$ cat src/pbfc_pkg.sv
// Shared constants for the packed decimal / floating-point converter.
// Assumes a single core clock; the memory path supplies whole 80-bit operands.
package pbfc_pkg;
    localparam int          DIGIT_W      = 4;    // One decimal digit per nibble
    localparam logic [3:0]  DIGIT_MAX    = 4'h9; // Largest legal digit value
    localparam int          DEC_DIGITS   = 18;   // Digits in the 10-byte decimal
    localparam int          DEC_W        = 80;   // Width of the 10-byte decimal
    localparam int          DEC_MAG_W    = 72;   // Digit field, bytes zero to eight
    localparam int          DEC_SIGN     = 79;   // Sign bit of the last byte
    localparam int          DEC_PAD_W    = 7;    // Ignored low bits of the last byte
    localparam int          BIN_W        = 64;   // Binary magnitude width
    localparam int          LZ_W         = 6;    // Leading-zero count width
    localparam int          CNT_W        = 7;    // Store bit counter width
    localparam int          IDX_W        = 5;    // Digit index width
    localparam logic [63:0] DEC_MAX      = 64'h0DE0B6B3A763FFFF; // Ten to the 18th less one
    localparam logic [79:0] DEC_INDEF    = 80'hFFFFC00000000000000; // Indefinite as printed
    localparam int          EXP_W        = 15;   // Extended exponent width
    localparam logic [14:0] EXT_BIAS     = 15'h3FFF; // 16383
    localparam logic [14:0] DBL_BIAS     = 15'h03FF; // 1023
    localparam logic [14:0] SGL_BIAS     = 15'h007F; // 127
    localparam int          EXT_INT_BIT  = 63;   // Explicit integer bit
    localparam int          EXT_FRAC_MSB = 62;   // Top fraction bit
    localparam logic [14:0] EXT_TOP_POW  = 15'h003F; // Power of the integer bit
    localparam logic [3:0]  DABBLE_LIM   = 4'h5; // Nibble limit before a shift
    localparam logic [3:0]  DABBLE_ADD   = 4'h3; // Correction added to a nibble
    localparam logic [6:0]  STORE_LAST   = 7'h3F; // Last store shift step

    typedef enum logic [3:0]
    {
        ST_IDLE  = 4'h1,
        ST_LOAD  = 4'h2,
        ST_LFIN  = 4'h4,
        ST_STORE = 4'h8
    } pbfc_state_t;
endpackage : pbfc_pkg

$ cat src/pbfc_converter.sv
// Decimal load/store converter and general-register digit checker.
// Assumes the load/store path presents one operand at a time and waits for done.
`timescale 1ns/1ps
// Contract
// - digits are nibbles valued zero to nine
// - unpacked digit value is low nibble
// - unpacked high nibble zero for multiply/divide
// - packed byte high nibble more significant
// - eighteen digits, least significant in byte zero
// - top bit sign, other seven ignored
// - negatives are sign-magnitude, not complement
// - range plus/minus ten to eighteenth less one
// - load converts exactly to extended format
// - masked invalid store writes indefinite pattern
// - sign bit zero positive, one negative
// - significand is integer bit plus fraction
// - exponent is power of two
// - normalize shifting zeros, decrementing exponent
// - single bias 127
// - double bias 1023, extended 16383
// - extended integer bit 63, fraction 62
module pbfc_converter
(
    input  wire logic        clock,
    input  wire logic        resetn,
    input  wire logic        loadStart,
    input  wire logic [79:0] loadOperand,
    input  wire logic        storeStart,
    input  wire logic        storeInvalid,
    input  wire logic        storeSign,
    input  wire logic [63:0] storeMagnitude,
    input  wire logic [7:0]  gpByte,
    input  wire logic        gpMulDiv,
    output logic             busy,
    output logic             loadDone,
    output logic      [79:0] loadResult,
    output logic             storeDone,
    output logic      [79:0] storeResult,
    output logic      [3:0]  gpHighDigit,
    output logic      [3:0]  gpLowDigit,
    output logic             gpUnpackedOk,
    output logic             gpPackedOk
);
    pbfc_pkg::pbfc_state_t state;
    pbfc_pkg::pbfc_state_t next_state;

    logic [79:0] operand;
    logic        opSign;
    logic [63:0] acc;
    logic [4:0]  digitIdx;
    logic [71:0] bcdShift;
    logic [63:0] binShift;
    logic [6:0]  bitCnt;

    // Digit pick, most significant first; nibble 0 of byte 0 is least significant
    wire  [3:0]  curDigit = operand[digitIdx * pbfc_pkg::DIGIT_W +: pbfc_pkg::DIGIT_W];
    // acc*10 as shifts; bad digits just feed through undetected
    wire  [63:0] accTimes = (acc << 3) + (acc << 1);
    wire  [63:0] accNext  = accTimes + {60'h0, curDigit};
    wire         lastDig  = (digitIdx == '0);

    // Normalizer over the accumulated binary magnitude
    logic [63:0] normSig;
    logic [5:0]  normLz;
    logic        normZero;
    pbfc_normalizer #(.WIDTH(pbfc_pkg::BIN_W), .LZW(pbfc_pkg::LZ_W)) uNorm
    (
        .magnitude (acc),
        .shifted   (normSig),
        .leadZeros (normLz),
        .isZero    (normZero)
    );

    // Biased exponent: bias plus power of the top set bit
    wire  [14:0] normExp = pbfc_pkg::EXT_BIAS + pbfc_pkg::EXT_TOP_POW
                         - {9'h000, normLz};
    // Zero keeps its sign with exponent and significand cleared
    wire  [79:0] extWord = normZero ? {opSign, 79'h0}
                         : {opSign, normExp, normSig[pbfc_pkg::EXT_INT_BIT],
                            normSig[pbfc_pkg::EXT_FRAC_MSB:0]};

    // Double-dabble correction, one adder per digit
    logic [71:0] bcdAdj;
    genvar g;
    generate
        for (g = 0; g < pbfc_pkg::DEC_DIGITS; g++)
        begin : gDabble
            wire [3:0] nib = bcdShift[g * pbfc_pkg::DIGIT_W +: pbfc_pkg::DIGIT_W];
            assign bcdAdj[g * pbfc_pkg::DIGIT_W +: pbfc_pkg::DIGIT_W] =
                (nib >= pbfc_pkg::DABBLE_LIM) ? nib + pbfc_pkg::DABBLE_ADD : nib;
        end
    endgenerate
    wire  [71:0] bcdNext   = {bcdAdj[70:0], binShift[63]};
    wire         storeBad  = storeInvalid || (storeMagnitude > pbfc_pkg::DEC_MAX);
    wire         storeLast = (bitCnt == pbfc_pkg::STORE_LAST);

    // General-register digit checks
    wire         lowOk  = (gpByte[3:0] <= pbfc_pkg::DIGIT_MAX);
    wire         highOk = (gpByte[7:4] <= pbfc_pkg::DIGIT_MAX);
    wire         highZ  = (gpByte[7:4] == 4'h0);

    // Sequencer; a load wins over a store offered in the same cycle
    always_comb
    begin
        next_state = state;
        unique case (state)
            pbfc_pkg::ST_IDLE:
                if (loadStart)
                    next_state = pbfc_pkg::ST_LOAD;
                else if (storeStart && !storeBad)
                    next_state = pbfc_pkg::ST_STORE;
            pbfc_pkg::ST_LOAD:
                if (lastDig)
                    next_state = pbfc_pkg::ST_LFIN;
            pbfc_pkg::ST_LFIN:
                next_state = pbfc_pkg::ST_IDLE;
            pbfc_pkg::ST_STORE:
                if (storeLast)
                    next_state = pbfc_pkg::ST_IDLE;
        endcase
    end

    always_ff @(posedge clock or negedge resetn)
    begin
        if (!resetn)
            state <= pbfc_pkg::ST_IDLE;
        else
            state <= next_state;
    end

    localparam logic [4:0] IDX_LAST = 5'(pbfc_pkg::DEC_DIGITS - 1);

    // Load datapath: latch operand, accumulate digits, register the result
    always_ff @(posedge clock or negedge resetn)
    begin
        if (!resetn)
        begin
            operand    <= '0;
            acc        <= '0;
            digitIdx   <= '0;
            loadDone   <= 1'b0;
            loadResult <= '0;
        end
        else
        begin
            loadDone <= (state == pbfc_pkg::ST_LFIN);
            if (state == pbfc_pkg::ST_IDLE && loadStart)
            begin
                operand  <= loadOperand;
                acc      <= '0;
                digitIdx <= IDX_LAST;
            end
            else if (state == pbfc_pkg::ST_LOAD)
            begin
                acc      <= accNext;
                digitIdx <= digitIdx - 5'h01;
            end
            if (state == pbfc_pkg::ST_LFIN)
                loadResult <= extWord;
        end
    end

    // Sign of the operand in flight; low seven bits of the last byte ignored
    always_ff @(posedge clock or negedge resetn)
    begin
        if (!resetn)
            opSign <= 1'b0;
        else if (state == pbfc_pkg::ST_IDLE && loadStart)
            opSign <= loadOperand[pbfc_pkg::DEC_SIGN];
        else if (state == pbfc_pkg::ST_IDLE && storeStart)
            opSign <= storeSign;
    end

    // Store datapath: range check, then 64 double-dabble steps
    always_ff @(posedge clock or negedge resetn)
    begin
        if (!resetn)
        begin
            bcdShift    <= '0;
            binShift    <= '0;
            bitCnt      <= '0;
            storeDone   <= 1'b0;
            storeResult <= '0;
        end
        else
        begin
            storeDone <= 1'b0;
            if (state == pbfc_pkg::ST_IDLE && !loadStart && storeStart)
            begin
                if (storeBad)
                begin
                    storeResult <= pbfc_pkg::DEC_INDEF;
                    storeDone   <= 1'b1;
                end
                binShift <= storeMagnitude;
                bcdShift <= '0;
                bitCnt   <= '0;
            end
            else if (state == pbfc_pkg::ST_STORE)
            begin
                bcdShift <= bcdNext;
                binShift <= binShift << 1;
                bitCnt   <= bitCnt + 7'h01;
                if (storeLast)
                begin
                    // Magnitude digits plus the sign alone; no complement form
                    storeResult <= {opSign, {pbfc_pkg::DEC_PAD_W{1'b0}}, bcdNext};
                    storeDone   <= 1'b1;
                end
            end
        end
    end

    // Busy mirrors a non-idle sequencer, registered from next_state so it tracks state with no lag
    always_ff @(posedge clock or negedge resetn)
    begin
        if (!resetn)
            busy <= 1'b0;
        else
            busy <= (next_state != pbfc_pkg::ST_IDLE);
    end

    // Digit checker; unpacked high nibble is don't-care for add and subtract
    always_ff @(posedge clock or negedge resetn)
    begin
        if (!resetn)
        begin
            gpHighDigit  <= '0;
            gpLowDigit   <= '0;
            gpUnpackedOk <= 1'b0;
            gpPackedOk   <= 1'b0;
        end
        else
        begin
            gpHighDigit  <= gpByte[7:4];
            gpLowDigit   <= gpByte[3:0];
            gpUnpackedOk <= lowOk && (!gpMulDiv || highZ);
            gpPackedOk   <= lowOk && highOk;
        end
    end
endmodule : pbfc_converter

$ cat src/pbfc_normalizer.sv
// Leading-zero count and left shift of a binary magnitude.
// Purely combinational; the caller registers the result.
`timescale 1ns/1ps
module pbfc_normalizer
#(
    parameter int WIDTH = 64,
    parameter int LZW   = 6
)
(
    input  wire logic [WIDTH-1:0] magnitude,
    output logic      [WIDTH-1:0] shifted,
    output logic      [LZW-1:0]   leadZeros,
    output logic                  isZero
);
    logic found;

    // Scan from the top; the first one found fixes the shift
    always_comb
    begin
        leadZeros = '0;
        found     = 1'b0;
        for (int i = WIDTH - 1; i >= 0; i--)
        begin
            if (!found && magnitude[i])
            begin
                leadZeros = LZW'(WIDTH - 1 - i);
                found     = 1'b1;
            end
        end
        isZero  = !found;
        shifted = magnitude << leadZeros;
    end
endmodule : pbfc_normalizer

$ cat config.mk
export PLATFORM = sky130hd
export DESIGN_NAME = pbfc_converter
export DESIGN_NICKNAME = d
export VERILOG_FILES = /design/src/pbfc_pkg.sv /design/src/pbfc_converter.sv /design/src/pbfc_normalizer.sv
export SDC_FILE = /design/constraint.sdc
export NUM_CORES = 1
export LEC_CHECK = 0
export BUFFER_PORTS_ARGS = -buffer_cell sky130_fd_sc_hd__buf_4
export CAP_MARGIN = 20
export CORE_ASPECT_RATIO = 0.8
export CORE_MARGIN = 3
export CORE_UTILIZATION = 45
export DETAILED_ROUTE_END_ITERATION = 6
export PLACE_DENSITY = 0.73
export SLEW_MARGIN = 25
export SYNTH_ARGS = -nofsm -noshare
export SYNTH_HDL_FRONTEND = slang
export SYNTH_SLANG_ARGS = --single-unit
$ cat constraint.sdc
create_clock -name clock -period 9.2 [get_ports clock]
set_input_delay 1.38 -clock clock [delete_from_list [all_inputs] [get_ports clock]]
set_output_delay 1.38 -clock clock [all_outputs]
set_load 0.02 [all_outputs]
# After elaboration in Yosys (flattened, before gate mapping)
# Cells that the tools add are included.
# word_totals
regBits,470
in_bits,159
# op_classes
addsub,23
magnitude_cmp,21
eq_ne,7
shift,2
mux,171
n_reduce_logical,145
# ops
op,n
$mux 80,4
$mux 64,4
$mux 6,32
$mux 72,2
$mux 4,29
$mux 5,18
$shiftx 80x8->4,1
$mux 79,1
$ge 4x3->1 const B,18
$mux 1,71
$logic_and 1x1->1,70
$add 4x2->4 const B,17
$logic_not 1->1,66
$add 64x4->64,1
$add 64x64->64,1
$gt 64x60->1 const B,1
$shl 64x6->64,1
$pmux 4 s4,1
$mux 3,5
$sub 15x6->15 const A,1
$mux 7,2
$le 4x4->1 const B,2
$reduce_bool 2->1,4
$add 7x1->7 const B,1
14 further kinds,16

# Logic depth before layout (Yosys ltp)
# Gate-level depths: netlist of the first run.
# logic_depth
ltp_word,192
ltp_mapped,23
depth_no_buf,20

# Modules after synthesis
# Synthesis of the first run repeated with hierarchy kept, for this count alone.
# unflattened
hier_cells,3500
hier_area_um2,29985.0
# by_module_without_submodules
mod,instances,cells_each,area_each_um2,seq_area_each_um2
pbfc_converter,1,2767,25120.3,11537.3
pbfc_normalizer,1,733,4864.7,0.0

# Least setup slack after synthesis of the first run
# Ideal clock, no wire load.
# synth_path
kind,register to register
from,register digitIdx[0]
to,register acc[50]
setup_time_ps,133
arrival_time_ps,5924
t_required_ps,9067
slack_ps,3143
path_stages_with_launch,22
period_less_slack_ps,6057
path_cell_list,dfrtp_1 clkbuf_1 clkbuf_1 clkbuf_1 mux4_2 mux4_2 inv_1 o21ai_0 fa_1 ha_1 nor2b_1 o21ai_0 a21boi_0 o41a_1 o21ai_0 nand3_1 a31oi_1 o41ai_1 a2111o_1 a31oi_1 xor2_1 o21ai_0
# synth_via
elab_chain_cells,4
# synth_lines
item,line,text
start: declaration,pbfc_converter.sv:50,logic [4:0] digitIdx;
start signal: assignment,pbfc_converter.sv:156,digitIdx <= digitIdx - 5'h01;
$shiftx 80x8->4,pbfc_converter.sv:56,wire [3:0] curDigit = operand[digitIdx * pbfc_pkg::DIGIT_W +: pbfc_pkg::DIGIT_W];
$add 64x4->64,pbfc_converter.sv:59,"wire [63:0] accNext = accTimes + {60'h0, curDigit};"
$mux 64,pbfc_converter.sv:153,else if (state == pbfc_pkg::ST_LOAD)
$mux 64,pbfc_converter.sv:147,if (state == pbfc_pkg::ST_IDLE && loadStart)
end signal: assignment,pbfc_converter.sv:155,acc <= accNext;
end: declaration,pbfc_converter.sv:49,logic [63:0] acc;
# No other way between the ends. The select of a mux whose other input is x is not followed.
# A chain may end at the register's enable or synchronous reset.

# Final worst setup path of the first run
# Same ends and word-level chain as after synthesis.

==> out/qor.txt, run 1 <==
Maximum level of the CTS H-tree = 2
Post-layout utilization of the core = 0.5329
DR vias/cell = 5.830
Period Utilization, post-route = 0.7394
Synth Warn # = 0
Final min period = 6802 ps
Leak Pwr = 16.01 nW
Effective utilization at floorplan = 0.4571
Buffer type at the clock tree root = sky130_fd_sc_hd__clkbuf_16
Worst Path Class, Setup = reg2reg
Measured slew at the worst slew-check pin = 1054 ps
Die Wd = 288.6 um
Hold violation count in the final report = 0
Post-route DRC = 0
Global route total overflow = 0
Data required, critical path = 9670 ps
Number of antenna repair diodes = 0
Vias = 25140
Initial antenna violation count = 0
Distinct cell type count of the synthesized netlist = 95
Port Buffer Count = 328
Sw power = 4.692 mW
Prevailing post-synth register cell = sky130_fd_sc_hd__dfrtp_1
Cell row count = 82
Number of pins with negative max-slew slack in the final report = 0
DIE AREA = 66970 um2
Number of buffers inserted during clock tree synthesis = 49
Max-cap violations = 0
Count of flip-flops with a built-in enable after synthesis = 0
Final HPWL DP = 59870 um
Max Freq = 0.1470 GHz
Buffers and inverters on the worst path = 2
Final setup TNS = 0 ps
# hold bufs at CTS = 0
Worst path slowest cell = sky130_fd_sc_hd__dfrtp_1
CP max stage delay = 760 ps
Layout overhead on the synthesized area = 16.59%
Combinational fraction of design power = 0.516
Largest net degree at the start of global routing = 131
Synth Register Bits = 461
Top-area cell type share of the netlist area = 0.4004
Class of the tightest hold or removal check = reg2reg
Sequential cell area fraction in the yosys report = 0.4013
Fraction of layout cells with a size suffix above 1 = 0.1639
Number of global-route vias before repair = 24490
Area used by multi-input combinational logic = 16060 um2
Core Area = 62890 um2
Outcome = finished clean
TritonCTS clock tree = built
Largest buffer count on any clock path = 3
Global-route usage over all layers = 0.2489
Share of total power in sequential cells = 0.276
Antenna violation net count after detailed routing = 0
Sequential cell area = 11540 um2
Worst IR drop on VDD = 0.1780 mV
Dominant cells by area after synthesis = sky130_fd_sc_hd__dfrtp_1, sky130_fd_sc_hd__nand2_1, sky130_fd_sc_hd__ha_1
Slew HR = 0.2881
IO Pins = 332
Critical Path Most Common Cell = sky130_fd_sc_hd__o21ai_0
RSZ-0062 raised after global routing = false
Endpoint type of the worst setup path = flip-flop
Routed Wire Length = 84210 um
Async set-or-reset flop fraction in the synthesized netlist = 1.000
Ratio of total power to cell area = 317.8 nW/um2
Switching part of the total = 0.4405
Top cell family by delay on the critical path = compound AO/OA/AOI/OAI gates
Wire length per cell after detailed routing = 19.53 um
Clock slew at the register clock pins of the worst setup and hold paths = 70 ps
First-pass iteration count of the detailed router = 6
Violation count after the first detailed-routing iteration = 2158
# setup viols final = 0
Proportion of power drawn by the clock network = 0.207
Global-route wire length before repair = 135100 um
Post-Route Skew = 63.97 ps
Number of setup buffers added after CTS = 0
Total standard cell area after synthesis = 28750 um2
Top fanout value on the critical path = 13
Syn Inst Count = 3215
Layout filler cell count = 5738
Final layout net count = 3755
Routability cong. = 0.9700
Design internal power = 5.959 mW
Arrival time of data at the critical path endpoint = 7280 ps
Cell Area, Placed = 31720 um2
Source-to-sink clock delay at the later pin of the worst-skew pair = 630 ps
Crit-path cells = buf_4 -> mux4_2 -> mux4_2 -> inv_1 -> o21ai_0 -> fa_1 -> ha_1 -> nor2b_1 -> o21ai_0 -> a21boi_0 -> o41a_1 -> o21ai_0 -> nand3_1 -> a31oi_1 -> o41ai_1 -> a2111o_1 -> a31oi_1 -> xor2_1 -> o21ai_0
Y dimension of the die = 232.1 um
Cell type contributing the most total cell area after synthesis = sky130_fd_sc_hd__dfrtp_1
Number of sinks handled by clock tree synthesis = 461
Resized cells post-CTS = 0
Critical path launch point type = flip-flop
Post-route cell area = 33520 um2
Synthesized area per cell = 8.941 um2
## final timing paths
kind / from / end / slack [ps] / cells past startpoint
min in group asynchronous: resetn / gpLowDigit[0]$_DFF_PN0_ / 820 / 1
max in group asynchronous: resetn / bitCnt[6]$_DFFE_PN0P_ / 6920 / 2
hold reg to reg: operand[58]$_DFFE_PN0P_ / operand[58]$_DFFE_PN0P_ / 470 / 2
setup / recovery: digitIdx[0]$_DFFE_PN0P_ / acc[50]$_DFFE_PN0P_ / 2400 / 19
hold / removal: operand[58]$_DFFE_PN0P_ / operand[58]$_DFFE_PN0P_ / 470 / 2
setup reg to reg: digitIdx[0]$_DFFE_PN0P_ / acc[50]$_DFFE_PN0P_ / 2400 / 19
## per-layer routing
metal | share of wire | wire length [um] | up-vias | global-route usage
met1 | 0.46 | 38940 | 12200 | 0.3636
met2 | 0.44 | 36630 | 848 | 0.3675
met5 | 0 | 0 | - | 0
met3 | 0.081 | 6839 | 135 | 0.06418
met4 | 0.021 | 1797 | 0 | 0.06281
li1 | - | - | 11950 | -
## cell usage after synthesis, drive strengths merged (24+ instances only)
master / instances
a211oi: 32
a21o: 33
a21oi: 173
a22oi: 80
and2: 25
buf: 65
clkbuf: 136
dfrtp: 460
ha: 163
inv: 81
mux2: 50
mux2i: 162
mux4: 25
nand2: 647
nand3: 98
nor2: 170
nor2b: 33
nor3: 66
nor4: 24
o21ai: 245
o22ai: 37
o31ai: 40
xnor2: 52
xor2: 32
## stage by stage
stage / worst slack, ps / power (mW) / instances / hold slack, ps
6_report: 2398 / 10.65 / 4312 / 471.6
5_1_grt: 1992 / 11.38 / 4312 / 497.4
4_1_cts: 2498 / 10.57 / 4312 / 474.1
3_5_place_dp: 2511 / 8.321 / 4220 / 458.5
3_3_place_gp: 2639 / 8.237 / 4220 / 454.0
2_1_floorplan: 3143 / 6.822 / 3217 / 440.3
## worst register-to-register path, cell delays in order (launching register included)
cell                       delay (ps)
sky130_fd_sc_hd__dfrtp_1          760
sky130_fd_sc_hd__buf_4            380
sky130_fd_sc_hd__mux4_2           520
sky130_fd_sc_hd__mux4_2           470
sky130_fd_sc_hd__inv_1             80
sky130_fd_sc_hd__o21ai_0          100
sky130_fd_sc_hd__fa_1             390
sky130_fd_sc_hd__ha_1             320
sky130_fd_sc_hd__nor2b_1          150
sky130_fd_sc_hd__o21ai_0          190
sky130_fd_sc_hd__a21boi_0         240
sky130_fd_sc_hd__o41a_1           390
sky130_fd_sc_hd__o21ai_0          650
sky130_fd_sc_hd__nand3_1          450
sky130_fd_sc_hd__a31oi_1          430
sky130_fd_sc_hd__o41ai_1          210
sky130_fd_sc_hd__a2111o_1         440
sky130_fd_sc_hd__a31oi_1          240
sky130_fd_sc_hd__xor2_1           170
sky130_fd_sc_hd__o21ai_0           90
## cell families after synthesis
family          synth area share
xor+xnor                 0.02559
compound gates            0.1829
buf+inv                  0.04287
mux                      0.09558
fa+ha+maj                0.07234
other cells            0.0001305
flops                     0.4013
simple gates              0.1793
## layout by cell type, fill, tap and decap left out, drive strengths merged, types with 14 or more instances in the layout
cell type,netlist,layout
a211oi,32,32
a21o,33,33
a21oi,173,173
a22o,18,18
a22oi,80,80
a31oi,22,22
and2,25,25
buf,65,364
clkbuf,136,63
clkinv,2,15
dfrtp,460,460
ha,163,163
inv,81,85
mux2,50,50
mux2i,162,162
mux4,25,25
nand2,647,647
nand2b,19,19
nand3,98,98
nor2,170,170
nor2b,33,33
nor3,66,66
nor4,24,24
o211ai,18,18
o21ai,245,245
o21bai,16,16
o221ai,19,19
o22ai,37,37
o31ai,40,40
or3,14,14
xnor2,52,52
xor2,32,32
## power by group through the flow
stage | clock (mW) | combinational, mW | sequential [mW]
finish | 2.21 | 5.50 | 2.94
global placement | 0 | 5.28 | 2.95
detailed placement | 0 | 5.36 | 2.96
CTS | 2.25 | 5.39 | 2.93
floorplan | 0 | 3.99 | 2.83
global route | 2.34 | 6.06 | 2.99
## cell type report
class / instances / share of cell area
timing repair buffer: 364 / 0.08224
inverter: 83 / 0.009669
clock inverter: 29 / 0.01310
sequential: 461 / 0.3442
clock buffer: 63 / 0.04024
multi-input combinational: 2472 / 0.4792
tap: 840 / 0.03136
## registers in the layout (all words and copies together), names as in the netlist, 4 cells and up
register,cells
loadResult,77
gpHighDigit,4
digitIdx,5
gpLowDigit,4
binShift,64
bitCnt,7
operand,80
bcdShift,72
storeResult,74
acc,64
state,4
(Power assumes the default switching activity.)
==> inputs of run 2 (changes only) <==
==> constraint.sdc (replaced) <==
create_clock -name clock -period 6.5 [get_ports clock]
set_input_delay 0.975 -clock clock [delete_from_list [all_inputs] [get_ports clock]]
set_output_delay 0.975 -clock clock [all_outputs]
set_load 0.02 [all_outputs]
==> out/qor.txt, run 2 (same netlist as run 1, synthesis figures left out) <==
RSZ-0062 raised after global routing = false
Hold violation count in the final report = 0
Arrival time of data at the critical path endpoint = 6480 ps
Largest net degree at the start of global routing = 133
Number of buffers inserted during clock tree synthesis = 48
Core Area = 62890 um2
Leak Pwr = 16.05 nW
Layout overhead on the synthesized area = 16.91%
Die Wd = 288.6 um
Source-to-sink clock delay at the later pin of the worst-skew pair = 610 ps
Max Freq = 0.1672 GHz
Top fanout value on the critical path = 20
Initial antenna violation count = 0
Critical path launch point type = flip-flop
Crit-path cells = mux4_2 -> mux4_2 -> inv_1 -> o21ai_0 -> fa_1 -> inv_1 -> fa_1 -> nor2b_1 -> o21ai_0 -> a21boi_0 -> o41a_1 -> o21ai_0 -> buf_4 -> nand3_1 -> a31oi_1 -> o41ai_1 -> a2111o_1 -> a31oi_1 -> xor2_1 -> o21ai_0
Wire length per cell after detailed routing = 19.47 um
Worst IR drop on VDD = 0.2616 mV
Global-route wire length before repair = 134500 um
Layout filler cell count = 5786
Max-cap violations = 0
Effective utilization at floorplan = 0.4571
WHS = 419.3 ps
# hold bufs at CTS = 0
Number of global-route vias before repair = 24030
Final setup TNS = 0 ps
CP max stage delay = 910 ps
Cell row count = 82
Measured slew at the worst slew-check pin = 1021 ps
Outcome = finished, violations left
Maximum level of the CTS H-tree = 2
Leading cell type in the layout, fill and taps excluded = sky130_fd_sc_hd__nand2_1
Global route total overflow = 0
Worst path slowest cell = sky130_fd_sc_hd__dfrtp_1
First-pass iteration count of the detailed router = 7
Switching part of the total = 0.4430
Number of pins with negative max-slew slack in the final report = 0
Number of antenna repair diodes = 0
Worst Path Class, Setup = reg2reg
Top library cells by usage in the layout, fill and taps aside = sky130_fd_sc_hd__nand2_1, sky130_fd_sc_hd__dfrtp_1, sky130_fd_sc_hd__buf_4, sky130_fd_sc_hd__o21ai_0, sky130_fd_sc_hd__a21oi_1
Registers with the most flip-flops = operand (80), loadResult (77), storeResult (74)
Register ranked first by flip-flop count = operand
DR vias/cell = 5.824
Final min period = 5980 ps
Endpoint type of the worst setup path = flip-flop
Design internal power = 8.330 mW
Violation count after the first detailed-routing iteration = 2511
Fraction of layout cells with a size suffix above 1 = 0.1667
Global-route usage over all layers = 0.2478
Critical Path Most Common Cell = sky130_fd_sc_hd__o21ai_0
IO Pins = 332
Failing checks = DRC
Number of setup buffers added after CTS = 0
Post-route DRC = 12
Slew HR = 0.3193
R2R setup slack = 520 ps
Data required, critical path = 7000 ps
Post-layout instance count excluding filler cells = 4325
TritonCTS clock tree = built
Buffers and inverters on the worst path = 3
DIE AREA = 66970 um2
Routed Wire Length = 84220 um
Sw power = 6.625 mW
Period Utilization, post-route = 0.9200
Final HPWL DP = 60240 um
Number of flip-flops in the largest register = 80
Port Buffer Count = 328
Post-Route Skew = 27.03 ps
Top cell family by delay on the critical path = compound AO/OA/AOI/OAI gates
# setup viols final = 0
Class of the tightest hold or removal check = in2async
Proportion of power drawn by the clock network = 0.197
Antenna violation net count after detailed routing = 0
Vias = 25190
Final layout net count = 3770
Instance count after placement with tap cells included = 4234
Y dimension of the die = 232.1 um
Largest buffer count on any clock path = 3
Share of total power in sequential cells = 0.276
Buffer type at the clock tree root = sky130_fd_sc_hd__clkbuf_16
Number of sinks handled by clock tree synthesis = 461
Combinational fraction of design power = 0.528
Ratio of total power to cell area = 445.0 nW/um2
Clock slew at the register clock pins of the worst setup and hold paths = 60 ps
Routability cong. = 0.9915
Resized cells post-CTS = 0
run 2: per-stage QoR:
| stage | cell area, um2 | total power [mW] | util | setup slack (ps) |
|---|---|---|---|---|
| floorplan | 28750 | 9.656 | - | 443.2 |
| detailed placement | 31850 | 11.83 | 0.5064 | 526.3 |
| finish | 33610 | 14.95 | 0.5343 | 520.3 |
| CTS | 33540 | 14.83 | 0.5333 | 513.4 |
| global route | 33610 | 15.96 | 0.5343 | 99.92 |
| global placement | 31840 | 11.74 | 0.5063 | 675.4 |
run 2: power groups by stage:
stage / clock network, mW / registers [mW] / logic, mW
4_1_cts: 3.01 / 4.10 / 7.72
3_5_place_dp: 0 / 4.15 / 7.68
3_3_place_gp: 0 / 4.14 / 7.61
2_1_floorplan: 0 / 4.01 / 5.65
5_1_grt: 3.13 / 4.18 / 8.64
6_report: 2.94 / 4.12 / 7.89
run 2: worst paths after layout:
path / start / to / cells after the start
setup / recovery: digitIdx[1]$_DFFE_PN0P_ / acc[50]$_DFFE_PN0P_ / 20
hold / removal: resetn / gpLowDigit[0]$_DFF_PN0_ / 1
setup reg to reg: digitIdx[1]$_DFFE_PN0P_ / acc[50]$_DFFE_PN0P_ / 20
hold reg to reg: loadResult[22]$_DFFE_PN0P_ / loadResult[22]$_DFFE_PN0P_ / 2
max in group asynchronous: resetn / loadResult[8]$_DFFE_PN0P_ / 2
min in group clock: loadResult[22]$_DFFE_PN0P_ / loadResult[22]$_DFFE_PN0P_ / 2
run 2: area by class of cell:
cell class	count	area, um2	area share
multi-input cells	2472	16060	0.4779
repair buffers	380	2942	0.08753
well taps	840	1051	0.03127
inverters	83	324.1	0.009643
clock buffers	67	1383	0.04114
flip-flops and latches	461	11540	0.3433
clock inverters	22	307.8	0.009159
run 2: worst reg2reg max path, stage by stage (launching register included):
cell and delay, ps:
sky130_fd_sc_hd__dfrtp_1 910, sky130_fd_sc_hd__mux4_2 420, sky130_fd_sc_hd__mux4_2 480, sky130_fd_sc_hd__inv_1 70, sky130_fd_sc_hd__o21ai_0 100, sky130_fd_sc_hd__fa_1 530, sky130_fd_sc_hd__inv_1 60, sky130_fd_sc_hd__fa_1 430
sky130_fd_sc_hd__nor2b_1 140, sky130_fd_sc_hd__o21ai_0 110, sky130_fd_sc_hd__a21boi_0 400, sky130_fd_sc_hd__o41a_1 250, sky130_fd_sc_hd__o21ai_0 110, sky130_fd_sc_hd__buf_4 170, sky130_fd_sc_hd__nand3_1 200, sky130_fd_sc_hd__a31oi_1 200
sky130_fd_sc_hd__o41ai_1 670, sky130_fd_sc_hd__a2111o_1 260, sky130_fd_sc_hd__a31oi_1 90, sky130_fd_sc_hd__xor2_1 140, sky130_fd_sc_hd__o21ai_0 140
run 2: layer usage:
layer  global-route usage  wire length (um)
met5                    0                 0
met4              0.05384              1489
met3              0.06241              7311
met2               0.3694             36770
met1               0.3638             38650
